$ cat src/common/dtt_cfg.svh
// register map, reset values and timing counts of the discrete input trip timer
`ifndef DTT_CFG_SVH
`define DTT_CFG_SVH
`define DTT_NUM_INST      6
`define DTT_NUM_FUNC      3
`define DTT_NUM_VAR       3
`define DTT_CLK_NS        100
`define DTT_TICK_NS       1000000
`define DTT_TICK_CYCLES   (`DTT_TICK_NS / `DTT_CLK_NS)
`define DTT_MS_PER_UNIT   10
`define DTT_ADDR_W        8
`define DTT_OFF_CTRL      8'h00
`define DTT_OFF_MODE      8'h04
`define DTT_OFF_TDLY0     8'h08
`define DTT_OFF_TIM0      8'h14
`define DTT_OFF_BLK       8'h20
`define DTT_OFF_STAT      8'h24
`define DTT_OFF_IRQS      8'h28
`define DTT_OFF_IRQM      8'h2c
`define DTT_OFF_ROUTE     8'h30
`define DTT_OFF_CNT0      8'h40
`define DTT_OFF_LAST      8'h54
`define DTT_CTRL_GRP_BIT  4
`define DTT_MODE_GRP1_LSB 4
`define DTT_TDLY_GRP1_LSB 16
`define DTT_TIM_DO_LSB    16
`define DTT_STAT_TRIP_LSB 8
`define DTT_RST_CTRL      32'h0000_0000
`define DTT_RST_MODE      32'h0000_0000
`define DTT_RST_TDLY      32'h0064_0064
`define DTT_RST_TIM       32'h0014_0005
`define DTT_RST_ROUTE     32'h0000_0000
`define DTT_RESP_OKAY     2'b00
`define DTT_RESP_SLVERR   2'b10
`endif

$ cat src/common/dtt_pkg.sv
// types shared by the discrete input trip timer files
package dtt_pkg;
    typedef enum logic [1:0] {
        DTT_IDLE,
        DTT_FILT,
        DTT_PICK,
        DTT_HOLD
    } dtt_state_t;

    typedef struct packed {
        logic [9:0]  pu_ms;
        logic [18:0] trip_ms;
        logic [15:0] do_ms;
    } dtt_chan_cfg_t;

    typedef struct packed {
        logic pickup;
        logic trip;
    } dtt_chan_out_t;
endpackage

$ cat src/design/dtt_channel.sv
// one protection instance: pickup filter, trip delay and drop-out hold
`timescale 1ns/100ps
module dtt_channel (
    // clock and reset
    input  wire logic                   aclk,
    input  wire logic                   aresetn,
    // timing and qualifiers
    input  wire logic                   tick,
    input  wire logic                   arm,
    input  wire logic                   blk,
    input  wire logic                   trig,
    input  wire dtt_pkg::dtt_chan_cfg_t cfg,
    // result
    output dtt_pkg::dtt_chan_out_t      res
);
    import dtt_pkg::*;

    dtt_state_t  state_q;
    logic [15:0] tmr_q;
    logic [18:0] trip_cnt_q;
    logic        trip_q;
    logic        pickup;

    assign pickup     = (state_q == DTT_PICK) || (state_q == DTT_HOLD);
    assign res.pickup = pickup;
    assign res.trip   = trip_q & pickup;

    always_ff @(posedge aclk) begin
        if (!aresetn) begin
            state_q <= DTT_IDLE;
            tmr_q   <= 16'h0000;
        end else if (!arm || blk) begin
            state_q <= DTT_IDLE;
            tmr_q   <= 16'h0000;
        end else begin
            case (state_q)
                DTT_IDLE: begin
                    tmr_q <= 16'h0000;
                    if (trig) begin
                        state_q <= (cfg.pu_ms == 10'h000) ? DTT_PICK : DTT_FILT;
                    end
                end
                DTT_FILT: begin
                    if (!trig) begin
                        state_q <= DTT_IDLE;
                    end else if (tick) begin
                        tmr_q <= tmr_q + 16'h0001;
                        if (tmr_q + 16'h0001 >= {6'h00, cfg.pu_ms}) begin
                            state_q <= DTT_PICK;
                        end
                    end
                end
                DTT_PICK: begin
                    tmr_q <= 16'h0000;
                    if (!trig) begin
                        state_q <= (cfg.do_ms == 16'h0000) ? DTT_IDLE : DTT_HOLD;
                    end
                end
                DTT_HOLD: begin
                    if (trig) begin
                        state_q <= DTT_PICK;
                    end else if (tick) begin
                        tmr_q <= tmr_q + 16'h0001;
                        if (tmr_q + 16'h0001 >= cfg.do_ms) begin
                            state_q <= DTT_IDLE;
                        end
                    end
                end
                default: begin
                    state_q <= DTT_IDLE;
                end
            endcase
        end
    end

    // trip timer runs only while pickup stays up without a break
    always_ff @(posedge aclk) begin
        if (!aresetn || !pickup) begin
            trip_cnt_q <= 19'h00000;
            trip_q     <= 1'b0;
        end else begin
            if (tick && trip_cnt_q != 19'h7ffff) begin
                trip_cnt_q <= trip_cnt_q + 19'h00001;
            end
            if (trip_cnt_q >= cfg.trip_ms) begin
                trip_q <= 1'b1;
            end
        end
    end
endmodule

$ cat src/design/dtt_sync.sv
// two-flop synchroniser for the digital trip inputs
`timescale 1ns/100ps
module dtt_sync (
    // clock and reset
    input  wire logic        aclk,
    input  wire logic        aresetn,
    // pins and synchronised levels
    input  wire logic [5:0]  din,
    output logic      [5:0]  dout
);
    logic [5:0] meta_q;

    always_ff @(posedge aclk) begin
        if (!aresetn) begin
            meta_q <= 6'h00;
            dout   <= 6'h00;
        end else begin
            meta_q <= din;
            dout   <= meta_q;
        end
    end
endmodule

$ cat src/design/dtt_top.sv
// discrete input trip timer: six instances, axi4-lite registers, counters, irq
// Overview of operation
// Oil-relay protection has two instances, pressure switch (0) and float switch (1).
// Each oil-relay instance is driven only by its own digital input, 1 and 2.
// Thermal-switch protection has trip-temperature (2) and alarm (3) instances, each on its input.
// Each external trip instance (4, 5) picks up from its own dedicated digital input.
// A function runs only with its global enable set and its active-group mode on.
// Trip follows pickup after a per-group trip delay of 0 to 300 s, default 1 s.
// The trigger must persist for a pickup delay of 0 to 1000 ms, default 5 ms.
// Pickup is held for a drop-out delay of 0 to 60 s, default 0.2 s, after the trigger ends.
// A selectable block source (none or a user variable) suppresses pickup per instance.
// Each instance counts pickup occurrences.
// Each instance counts trip occurrences.
// External trip can drive the breaker trip, a chosen relay or an indicator LED.
// Trip needs continuous pickup for the trip delay and clears together with pickup.
// Counters advance once per rising edge of pickup or trip.
//
// Added by the designer: the placing of the registers and the AXI4-Lite interface to the registers.
`timescale 1ns/100ps
`include "dtt_cfg.svh"
module dtt_top #(
    parameter int TICK_CYCLES = `DTT_TICK_CYCLES
) (
    // clock and reset
    input  wire logic        aclk,
    input  wire logic        aresetn,
    // axi4-lite write
    input  wire logic [7:0]  awaddr,
    input  wire logic        awvalid,
    output logic             awready,
    input  wire logic [31:0] wdata,
    input  wire logic [3:0]  wstrb,
    input  wire logic        wvalid,
    output logic             wready,
    output logic [1:0]       bresp,
    output logic             bvalid,
    input  wire logic        bready,
    // axi4-lite read
    input  wire logic [7:0]  araddr,
    input  wire logic        arvalid,
    output logic             arready,
    output logic [31:0]      rdata,
    output logic [1:0]       rresp,
    output logic             rvalid,
    input  wire logic        rready,
    // digital inputs and user variables
    input  wire logic [5:0]  trip_in,
    input  wire logic [2:0]  user_var,
    // protection outputs
    output logic [5:0]       pickup_o,
    output logic [5:0]       trip_o,
    output logic             cb_trip_o,
    output logic [3:0]       relay_o,
    output logic             led_o,
    output logic             irq_o
);
    import dtt_pkg::*;

    logic [31:0]    ctrl_q;
    logic [31:0]    mode_q;
    logic [31:0]    tdly_q [3];
    logic [31:0]    tim_q  [3];
    logic [31:0]    blk_q;
    logic [31:0]    irqm_q;
    logic [31:0]    route_q;
    logic [13:0]    irqs_q;
    logic [31:0]    cnt_q  [6];
    logic [5:0]     trip_sync;
    logic [13:0]    tick_cnt_q;
    logic           tick_q;
    logic           aw_hold_q;
    logic           w_hold_q;
    logic [7:0]     awaddr_q;
    logic [31:0]    wdata_q;
    logic [3:0]     wstrb_q;
    logic           commit;
    logic           rd_take;
    logic [31:0]    rd_d;
    logic           rd_ok;
    logic           grp;
    dtt_chan_out_t  chan [6];
    logic [5:0]     pu_now;
    logic [5:0]     tr_now;
    logic [13:0]    ev_set;

    assign commit  = aw_hold_q && w_hold_q && !bvalid;
    assign rd_take = arvalid && arready;
    assign grp     = ctrl_q[`DTT_CTRL_GRP_BIT];

    function automatic logic [31:0] merge(input logic [31:0] old, input logic [31:0] dat,
                                          input logic [3:0] be);
        logic [31:0] r;
        r = old;
        for (int b = 0; b < 4; b++) begin
            if (be[b]) begin
                r[8*b +: 8] = dat[8*b +: 8];
            end
        end
        return r;
    endfunction

    function automatic logic mapped(input logic [7:0] a);
        return (a <= `DTT_OFF_ROUTE && a != 8'h34) ||
               (a >= `DTT_OFF_CNT0 && a <= `DTT_OFF_LAST);
    endfunction

    // millisecond tick shared by all timers
    always_ff @(posedge aclk) begin
        if (!aresetn) begin
            tick_cnt_q <= 14'h0000;
            tick_q     <= 1'b0;
        end else if (tick_cnt_q == 14'(TICK_CYCLES - 1)) begin
            tick_cnt_q <= 14'h0000;
            tick_q     <= 1'b1;
        end else begin
            tick_cnt_q <= tick_cnt_q + 14'h0001;
            tick_q     <= 1'b0;
        end
    end

    dtt_sync u_sync (
        .aclk    (aclk),
        .aresetn (aresetn),
        .din     (trip_in),
        .dout    (trip_sync)
    );

    generate
        for (genvar i = 0; i < `DTT_NUM_INST; i++) begin : g_inst
            localparam int F = i / 2;
            dtt_chan_cfg_t cfg;
            logic [1:0]    sel;
            logic          arm;
            logic          blk;
            logic [15:0]   tdly_units;

            assign tdly_units = grp ? tdly_q[F][31:`DTT_TDLY_GRP1_LSB] : tdly_q[F][15:0];
            assign cfg.pu_ms   = tim_q[F][9:0];
            assign cfg.trip_ms = 19'(tdly_units) * 19'(`DTT_MS_PER_UNIT);
            assign cfg.do_ms   = 16'(tim_q[F][28:`DTT_TIM_DO_LSB]) * 16'(`DTT_MS_PER_UNIT);
            assign arm = ctrl_q[F] && mode_q[grp ? `DTT_MODE_GRP1_LSB + F : F];
            assign sel = blk_q[2*i +: 2];
            assign blk = (sel != 2'b00) && user_var[sel - 2'b01];

            // each instance sees only its own input line
            dtt_channel u_chan (
                .aclk    (aclk),
                .aresetn (aresetn),
                .tick    (tick_q),
                .arm     (arm),
                .blk     (blk),
                .trig    (trip_sync[i]),
                .cfg     (cfg),
                .res     (chan[i])
            );

            assign pu_now[i] = chan[i].pickup;
            assign tr_now[i] = chan[i].trip;

            // pickup count low half, trip count high half; a write clears
            always_ff @(posedge aclk) begin
                if (!aresetn) begin
                    cnt_q[i] <= 32'h0000_0000;
                end else begin
                    cnt_q[i][15:0] <= ((commit && awaddr_q == `DTT_OFF_CNT0 + 8'(4*i)) ?
                                       16'h0000 : cnt_q[i][15:0]) +
                                      16'(pu_now[i] && !pickup_o[i]);
                    cnt_q[i][31:16] <= ((commit && awaddr_q == `DTT_OFF_CNT0 + 8'(4*i)) ?
                                        16'h0000 : cnt_q[i][31:16]) +
                                       16'(tr_now[i] && !trip_o[i]);
                end
            end

        end
    endgenerate

    // registered outputs and routing of the external trip instances
    always_ff @(posedge aclk) begin
        if (!aresetn) begin
            pickup_o  <= 6'h00;
            trip_o    <= 6'h00;
            cb_trip_o <= 1'b0;
            relay_o   <= 4'h0;
            led_o     <= 1'b0;
        end else begin
            pickup_o  <= pu_now;
            trip_o    <= tr_now;
            cb_trip_o <= (tr_now[4] && route_q[0]) || (tr_now[5] && route_q[8]);
            led_o     <= (tr_now[4] && route_q[4]) || (tr_now[5] && route_q[12]);
            for (int k = 0; k < 4; k++) begin
                relay_o[k] <= (tr_now[4] && route_q[1] && route_q[3:2] == 2'(k)) ||
                              (tr_now[5] && route_q[9] && route_q[11:10] == 2'(k));
            end
        end
    end

    // sticky event bits, read clears, a new event wins over the clear
    assign ev_set = {tr_now & ~trip_o, 2'b00, pu_now & ~pickup_o};

    always_ff @(posedge aclk) begin
        if (!aresetn) begin
            irqs_q <= 14'h0000;
            irq_o  <= 1'b0;
        end else begin
            irqs_q <= ((rd_take && araddr == `DTT_OFF_IRQS) ? 14'h0000 : irqs_q) | ev_set;
            irq_o  <= |(irqs_q & irqm_q[13:0]);
        end
    end

    // write address and data channels, taken in either order
    always_ff @(posedge aclk) begin
        if (!aresetn) begin
            awready   <= 1'b0;
            wready    <= 1'b0;
            aw_hold_q <= 1'b0;
            w_hold_q  <= 1'b0;
            awaddr_q  <= 8'h00;
            wdata_q   <= 32'h0000_0000;
            wstrb_q   <= 4'h0;
            bvalid    <= 1'b0;
            bresp     <= `DTT_RESP_OKAY;
        end else begin
            if (awvalid && awready) begin
                awready   <= 1'b0;
                aw_hold_q <= 1'b1;
                awaddr_q  <= {awaddr[7:2], 2'b00};
            end else if (!aw_hold_q && !bvalid) begin
                awready <= 1'b1;
            end
            if (wvalid && wready) begin
                wready   <= 1'b0;
                w_hold_q <= 1'b1;
                wdata_q  <= wdata;
                wstrb_q  <= wstrb;
            end else if (!w_hold_q && !bvalid) begin
                wready <= 1'b1;
            end
            if (commit) begin
                aw_hold_q <= 1'b0;
                w_hold_q  <= 1'b0;
                bvalid    <= 1'b1;
                bresp     <= mapped(awaddr_q) ? `DTT_RESP_OKAY : `DTT_RESP_SLVERR;
            end else if (bvalid && bready) begin
                bvalid <= 1'b0;
            end
        end
    end

    // settings registers
    always_ff @(posedge aclk) begin
        if (!aresetn) begin
            ctrl_q  <= `DTT_RST_CTRL;
            mode_q  <= `DTT_RST_MODE;
            blk_q   <= 32'h0000_0000;
            irqm_q  <= 32'h0000_0000;
            route_q <= `DTT_RST_ROUTE;
            for (int f = 0; f < `DTT_NUM_FUNC; f++) begin
                tdly_q[f] <= `DTT_RST_TDLY;
                tim_q[f]  <= `DTT_RST_TIM;
            end
        end else if (commit) begin
            case (awaddr_q)
                `DTT_OFF_CTRL:  ctrl_q  <= merge(ctrl_q, wdata_q, wstrb_q) & 32'h0000_0017;
                `DTT_OFF_MODE:  mode_q  <= merge(mode_q, wdata_q, wstrb_q) & 32'h0000_0077;
                `DTT_OFF_BLK:   blk_q   <= merge(blk_q, wdata_q, wstrb_q) & 32'h0000_0fff;
                `DTT_OFF_IRQM:  irqm_q  <= merge(irqm_q, wdata_q, wstrb_q) & 32'h0000_3f3f;
                `DTT_OFF_ROUTE: route_q <= merge(route_q, wdata_q, wstrb_q) & 32'h0000_1f1f;
                default: begin
                    for (int f = 0; f < `DTT_NUM_FUNC; f++) begin
                        if (awaddr_q == `DTT_OFF_TDLY0 + 8'(4*f)) begin
                            tdly_q[f] <= merge(tdly_q[f], wdata_q, wstrb_q);
                        end
                        if (awaddr_q == `DTT_OFF_TIM0 + 8'(4*f)) begin
                            tim_q[f] <= merge(tim_q[f], wdata_q, wstrb_q) & 32'h1fff_03ff;
                        end
                    end
                end
            endcase
        end
    end

    // read mux
    always_comb begin
        rd_d  = 32'h0000_0000;
        rd_ok = mapped({araddr[7:2], 2'b00});
        case ({araddr[7:2], 2'b00})
            `DTT_OFF_CTRL:  rd_d = ctrl_q;
            `DTT_OFF_MODE:  rd_d = mode_q;
            `DTT_OFF_BLK:   rd_d = blk_q;
            `DTT_OFF_STAT:  rd_d = {18'h00000, trip_o, 2'b00, pickup_o};
            `DTT_OFF_IRQS:  rd_d = {18'h00000, irqs_q};
            `DTT_OFF_IRQM:  rd_d = irqm_q;
            `DTT_OFF_ROUTE: rd_d = route_q;
            default: begin
                for (int f = 0; f < `DTT_NUM_FUNC; f++) begin
                    if ({araddr[7:2], 2'b00} == `DTT_OFF_TDLY0 + 8'(4*f)) begin
                        rd_d = tdly_q[f];
                    end
                    if ({araddr[7:2], 2'b00} == `DTT_OFF_TIM0 + 8'(4*f)) begin
                        rd_d = tim_q[f];
                    end
                end
                for (int n = 0; n < `DTT_NUM_INST; n++) begin
                    if ({araddr[7:2], 2'b00} == `DTT_OFF_CNT0 + 8'(4*n)) begin
                        rd_d = cnt_q[n];
                    end
                end
            end
        endcase
    end

    always_ff @(posedge aclk) begin
        if (!aresetn) begin
            arready <= 1'b0;
            rvalid  <= 1'b0;
            rdata   <= 32'h0000_0000;
            rresp   <= `DTT_RESP_OKAY;
        end else begin
            if (rd_take) begin
                arready <= 1'b0;
                rvalid  <= 1'b1;
                rdata   <= rd_d;
                rresp   <= rd_ok ? `DTT_RESP_OKAY : `DTT_RESP_SLVERR;
            end else begin
                if (rvalid && rready) begin
                    rvalid <= 1'b0;
                end
                if (!rvalid && !arready) begin
                    arready <= 1'b1;
                end
            end
        end
    end
endmodule

$ cat config.mk
export PLATFORM = sky130hd
export DESIGN_NAME = dtt_top
export DESIGN_NICKNAME = d
export VERILOG_FILES = /design/src/common/dtt_pkg.sv /design/src/design/dtt_channel.sv /design/src/design/dtt_sync.sv /design/src/design/dtt_top.sv
export VERILOG_INCLUDE_DIRS = /design/src /design/src/common
export SDC_FILE = /design/constraint.sdc
export NUM_CORES = 2
export LEC_CHECK = 0
export ABC_AREA = 1
export BUFFER_PORTS_ARGS = -buffer_cell sky130_fd_sc_hd__buf_2
export CAP_MARGIN = 20
export CORE_MARGIN = 2
export CORE_UTILIZATION = 40
export CTS_CLUSTER_DIAMETER = 100
export CTS_CLUSTER_SIZE = 40
export DETAILED_ROUTE_END_ITERATION = 6
export SYNTH_ARGS = -nofsm -noshare
export SYNTH_HDL_FRONTEND = slang
export SYNTH_HIERARCHICAL = 1
export SYNTH_SLANG_ARGS = --single-unit
$ cat constraint.sdc
create_clock -name aclk -period 5 [get_ports aclk]
set_clock_uncertainty 0.2 [all_clocks]
set_input_delay 0.75 -clock aclk [delete_from_list [all_inputs] [get_ports aclk]]
set_output_delay 0.75 -clock aclk [all_outputs]
set_load 0.1 [all_outputs]
==> results.yml <==
setup_path:
  worstPathRequired_ns: 5.40
  slowest_delay_ns: 0.59
  end_kind: "flip-flop"
  worstPathCellList: "buf_4 > buf_4 > o21ai_0 > ha_1 > ha_1 > nand2_1 > nor2_1 > nand3_1 > o2111ai_1 > a21oi_1 > o21bai_1 > xor2_1 > inv_1 > ha_1 > nand2_1 > inv_1 > nand3_1 > nor3_1 > o21ai_0 > nand4_1 > nor2_1 > nor2_1"
  crit_type: "flip-flop to flip-flop"
  critPathLaunchType: "flip-flop"
  cp_max_fo: 41
  critPathArrivalTime_ns: 4.95
  ff2ff_setup_slack_ns: 0.45
  slowest_stage: "o21ai_0"
sta:
  slew_violations: 0
  max_slew_margin_pct: 22.86
  hold_ws_ns: 0.04790
  finalSetupViolations: 0
  layout_setup_ws_ns: 0.4478
  max_clock_freq_ghz: 0.2197
  tightestPinTransition_ns: 1.148
  finalCritPeriodShare_pct: 91.04
  fin_setup_tns_ns: 0
  rsz0062_at_grt: "false"
  finalHoldViolCount: 0
  finalCriticalPeriod_ns: 4.552
pwr:
  p_per_area_nw_per_um2: 225.6
  vdd_drop_max_v: 0.0003242
  p_leak_nw: 23.14
floorplan:
  rows: 130
  num_io_pins: 128
  dieHeight_microns: 359.8
  coreArea_sq_um: 125600
  start_util_pct: 40.33
  die_area_sq_um: 129500
  die_width_microns: 359.8
clocking:
  root_buffer: "clkbuf_16"
  cts_resized: 0
  clock-sinks: 770
  clk-insertion-delay-late_ns: 0.71
  cts_tree: "built"
  clk_path_buf_depth: 3
  postCtsSetupBuffers: 0
  cts_hold_buf: 0
  clk_pin_slew_ns: 0.15
  cts_buffers: 39
  h-tree-depth: 2
placed_design:
  hpwl_microns: 125000
  place.gp.congestion: 0.9687
  dp_slack_ns: 0.6121
  numPortBuffers: 123
  dp_cells: 8867
drt:
  avgViaCountPerCell: 5.265
  vias: 47070
  dr.first_iter.drc_count: 3815
  first_pass_iters: 6
  drc: 0
  wl_per_cell_microns: 17.86
  ant_nets: 0
  routed_wl_microns: 159600
layout:
  final_cell_mix: "1741 x nand2_1, 972 x inv_1, 769 x a21oi_1, 711 x nor2_1, 604 x dfxtp_1"
  final_nets: 7797
  drive_gt1_share_pct: 6.557
  fillCellCount: 13110
  area_growth_pct: 7.602
  diodes: 0
  postLayoutCoreUtil_pct: 43.40
  final-seq-area_sq_um: 17070
  fin_cells: 8940
  final_common_cell: "nand2_1"
  multiInputGateArea_sq_um: 28910
logic_synthesis:
  ys_seq_area_share_pct: 33.70
  synth.cell_area_sq_um: 50650
  async_flop_share_pct: 0
  synth_edf_count: 165
  ys_types: 65
  synth-main-ff-cell: "dfxtp_1"
  yosysWarnings: 6
  syn_avg_cell_area_sq_um: 7.013
  netlist_instances: 7222
  ys_ff_latch: 770
hold_path:
  hp-class: "primary input to flip-flop"
grt:
  track_usage_pct: 23.93
  grt_pass1_vias: 43930
  grt_max_degree: 123
  grt_first_pass_wirelength_microns: 247200
  overflow: 0
  antenna_found_initial: 3
status:
  outcome: "complete, no violations"
job:
  maxCapViolations: 0
## cell families after synthesis
kind of cell	count (synthesis)	synth area share, %
compound gates	1330	14.14
xor+xnor	190	3.286
fa+ha+maj	469	11.68
buf+inv	1216	9.413
flops	770	33.70
other cells	1	0.007404
simple gates	3246	27.78
## routing by layer
metal	share of wire [%]	wire, microns	GRT usage, %
met5	0.016	26	0
met4	3.9	6181	8.700
met3	6.8	10900	3.679
met2	44	70350	38.42
met1	45	72160	32.45
## cells in the mapped netlist (all sizes together) (2+ instances only)
| master | instances | share of area [%] |
|---|---|---|
| nor4b | 2 | 0.047 |
| nor4 | 83 | 1.1 |
| nor2 | 781 | 6.3 |
| nor3b | 7 | 0.12 |
| o221ai | 4 | 0.069 |
| nand3 | 280 | 2.9 |
| dfxtp | 605 | 24 |
| inv | 1016 | 7.5 |
| or2 | 5 | 0.062 |
| nor3 | 124 | 1.4 |
| o21a | 12 | 0.18 |
| a21oi | 769 | 7.6 |
| fa | 6 | 0.24 |
| xor2 | 154 | 2.7 |
| a211oi | 38 | 0.56 |
| buf | 89 | 1.0 |
| nand4 | 159 | 2.0 |
| clkbuf | 108 | 0.80 |
| o21bai | 26 | 0.43 |
| o22ai | 16 | 0.20 |
| ha | 463 | 11 |
| a22o | 3 | 0.052 |
| o31ai | 4 | 0.059 |
| a31o | 9 | 0.16 |
| a31oi | 10 | 0.12 |
| nand3b | 7 | 0.10 |
| o21ai | 380 | 3.8 |
| a21o | 14 | 0.22 |
| edfxtp | 165 | 9.8 |
| o2111ai | 18 | 0.31 |
| a221oi | 4 | 0.069 |
| o211ai | 12 | 0.18 |
| nand2 | 1791 | 14 |
| xnor2 | 36 | 0.62 |
| a21boi | 2 | 0.030 |
| a22oi | 5 | 0.074 |
| and3 | 7 | 0.086 |
| clkinv | 3 | 0.032 |
## registers in the layout, indices dropped and copies added, names as in the netlist, 10 cells and up
name	cells
blk_q	12
wdata_q	32
g_inst.u_chan/tmr_q	96
g_inst.u_chan/trip_cnt_q	114
tdly_q	96
tim_q	69
tick_cnt_q	14
g_inst.u_chan/state_q	12
irqm_q	12
route_q	10
cnt_q	192
rdata	32
irqs_q	12
## metrics by stage
| stage | area, sq um | power, mW |
|---|---|---|
| after CTS | 54470 | 12.40 |
| after global routing | 54500 | 12.78 |
| final | 54500 | 12.29 |
| after floorplan | 50720 | 7.557 |
| after global placement | 52910 | 8.004 |
| after detailed placement | 52910 | 8.023 |
## power by group
part	total (mW)	switching [mW]	internal, mW
Sequential	6.50	0.0763	6.42
Clock	4.39	2.69	1.70
Combinational	1.41	1.00	0.403
## final cells by class
class	instances	share of cell area, %
clock inverter	29	1.019
clock buffer	42	1.851
sequential	770	31.32
timing repair buffer	175	1.945
tap	1650	3.788
multi-input combinational	5255	53.05
inverter	1019	7.032
## path summary, 6_finish.rpt
path,start,to,depth (start not counted)
worst max-delay path,ctrl_q[4],g_inst[0].u_chan/trip_q,22
worst min-delay path,rready,rvalid,2
worst max register to register,ctrl_q[4],g_inst[0].u_chan/trip_q,22
worst min register to register,u_sync/meta_q[3],u_sync/dout[3],2
## critical path: cells and delay by family, from the launching register on
kind / cells / cell delay [ns]
and+or+nand+nor: 9 / 0.88
AOI/OAI and AO/OA: 5 / 1.14
buffers and inverters: 4 / 0.64
DFF: 1 / 0.35
adders and majority gates: 3 / 1.01
xor gates and xnor gates: 1 / 0.22
(Power assumes the default switching activity.)
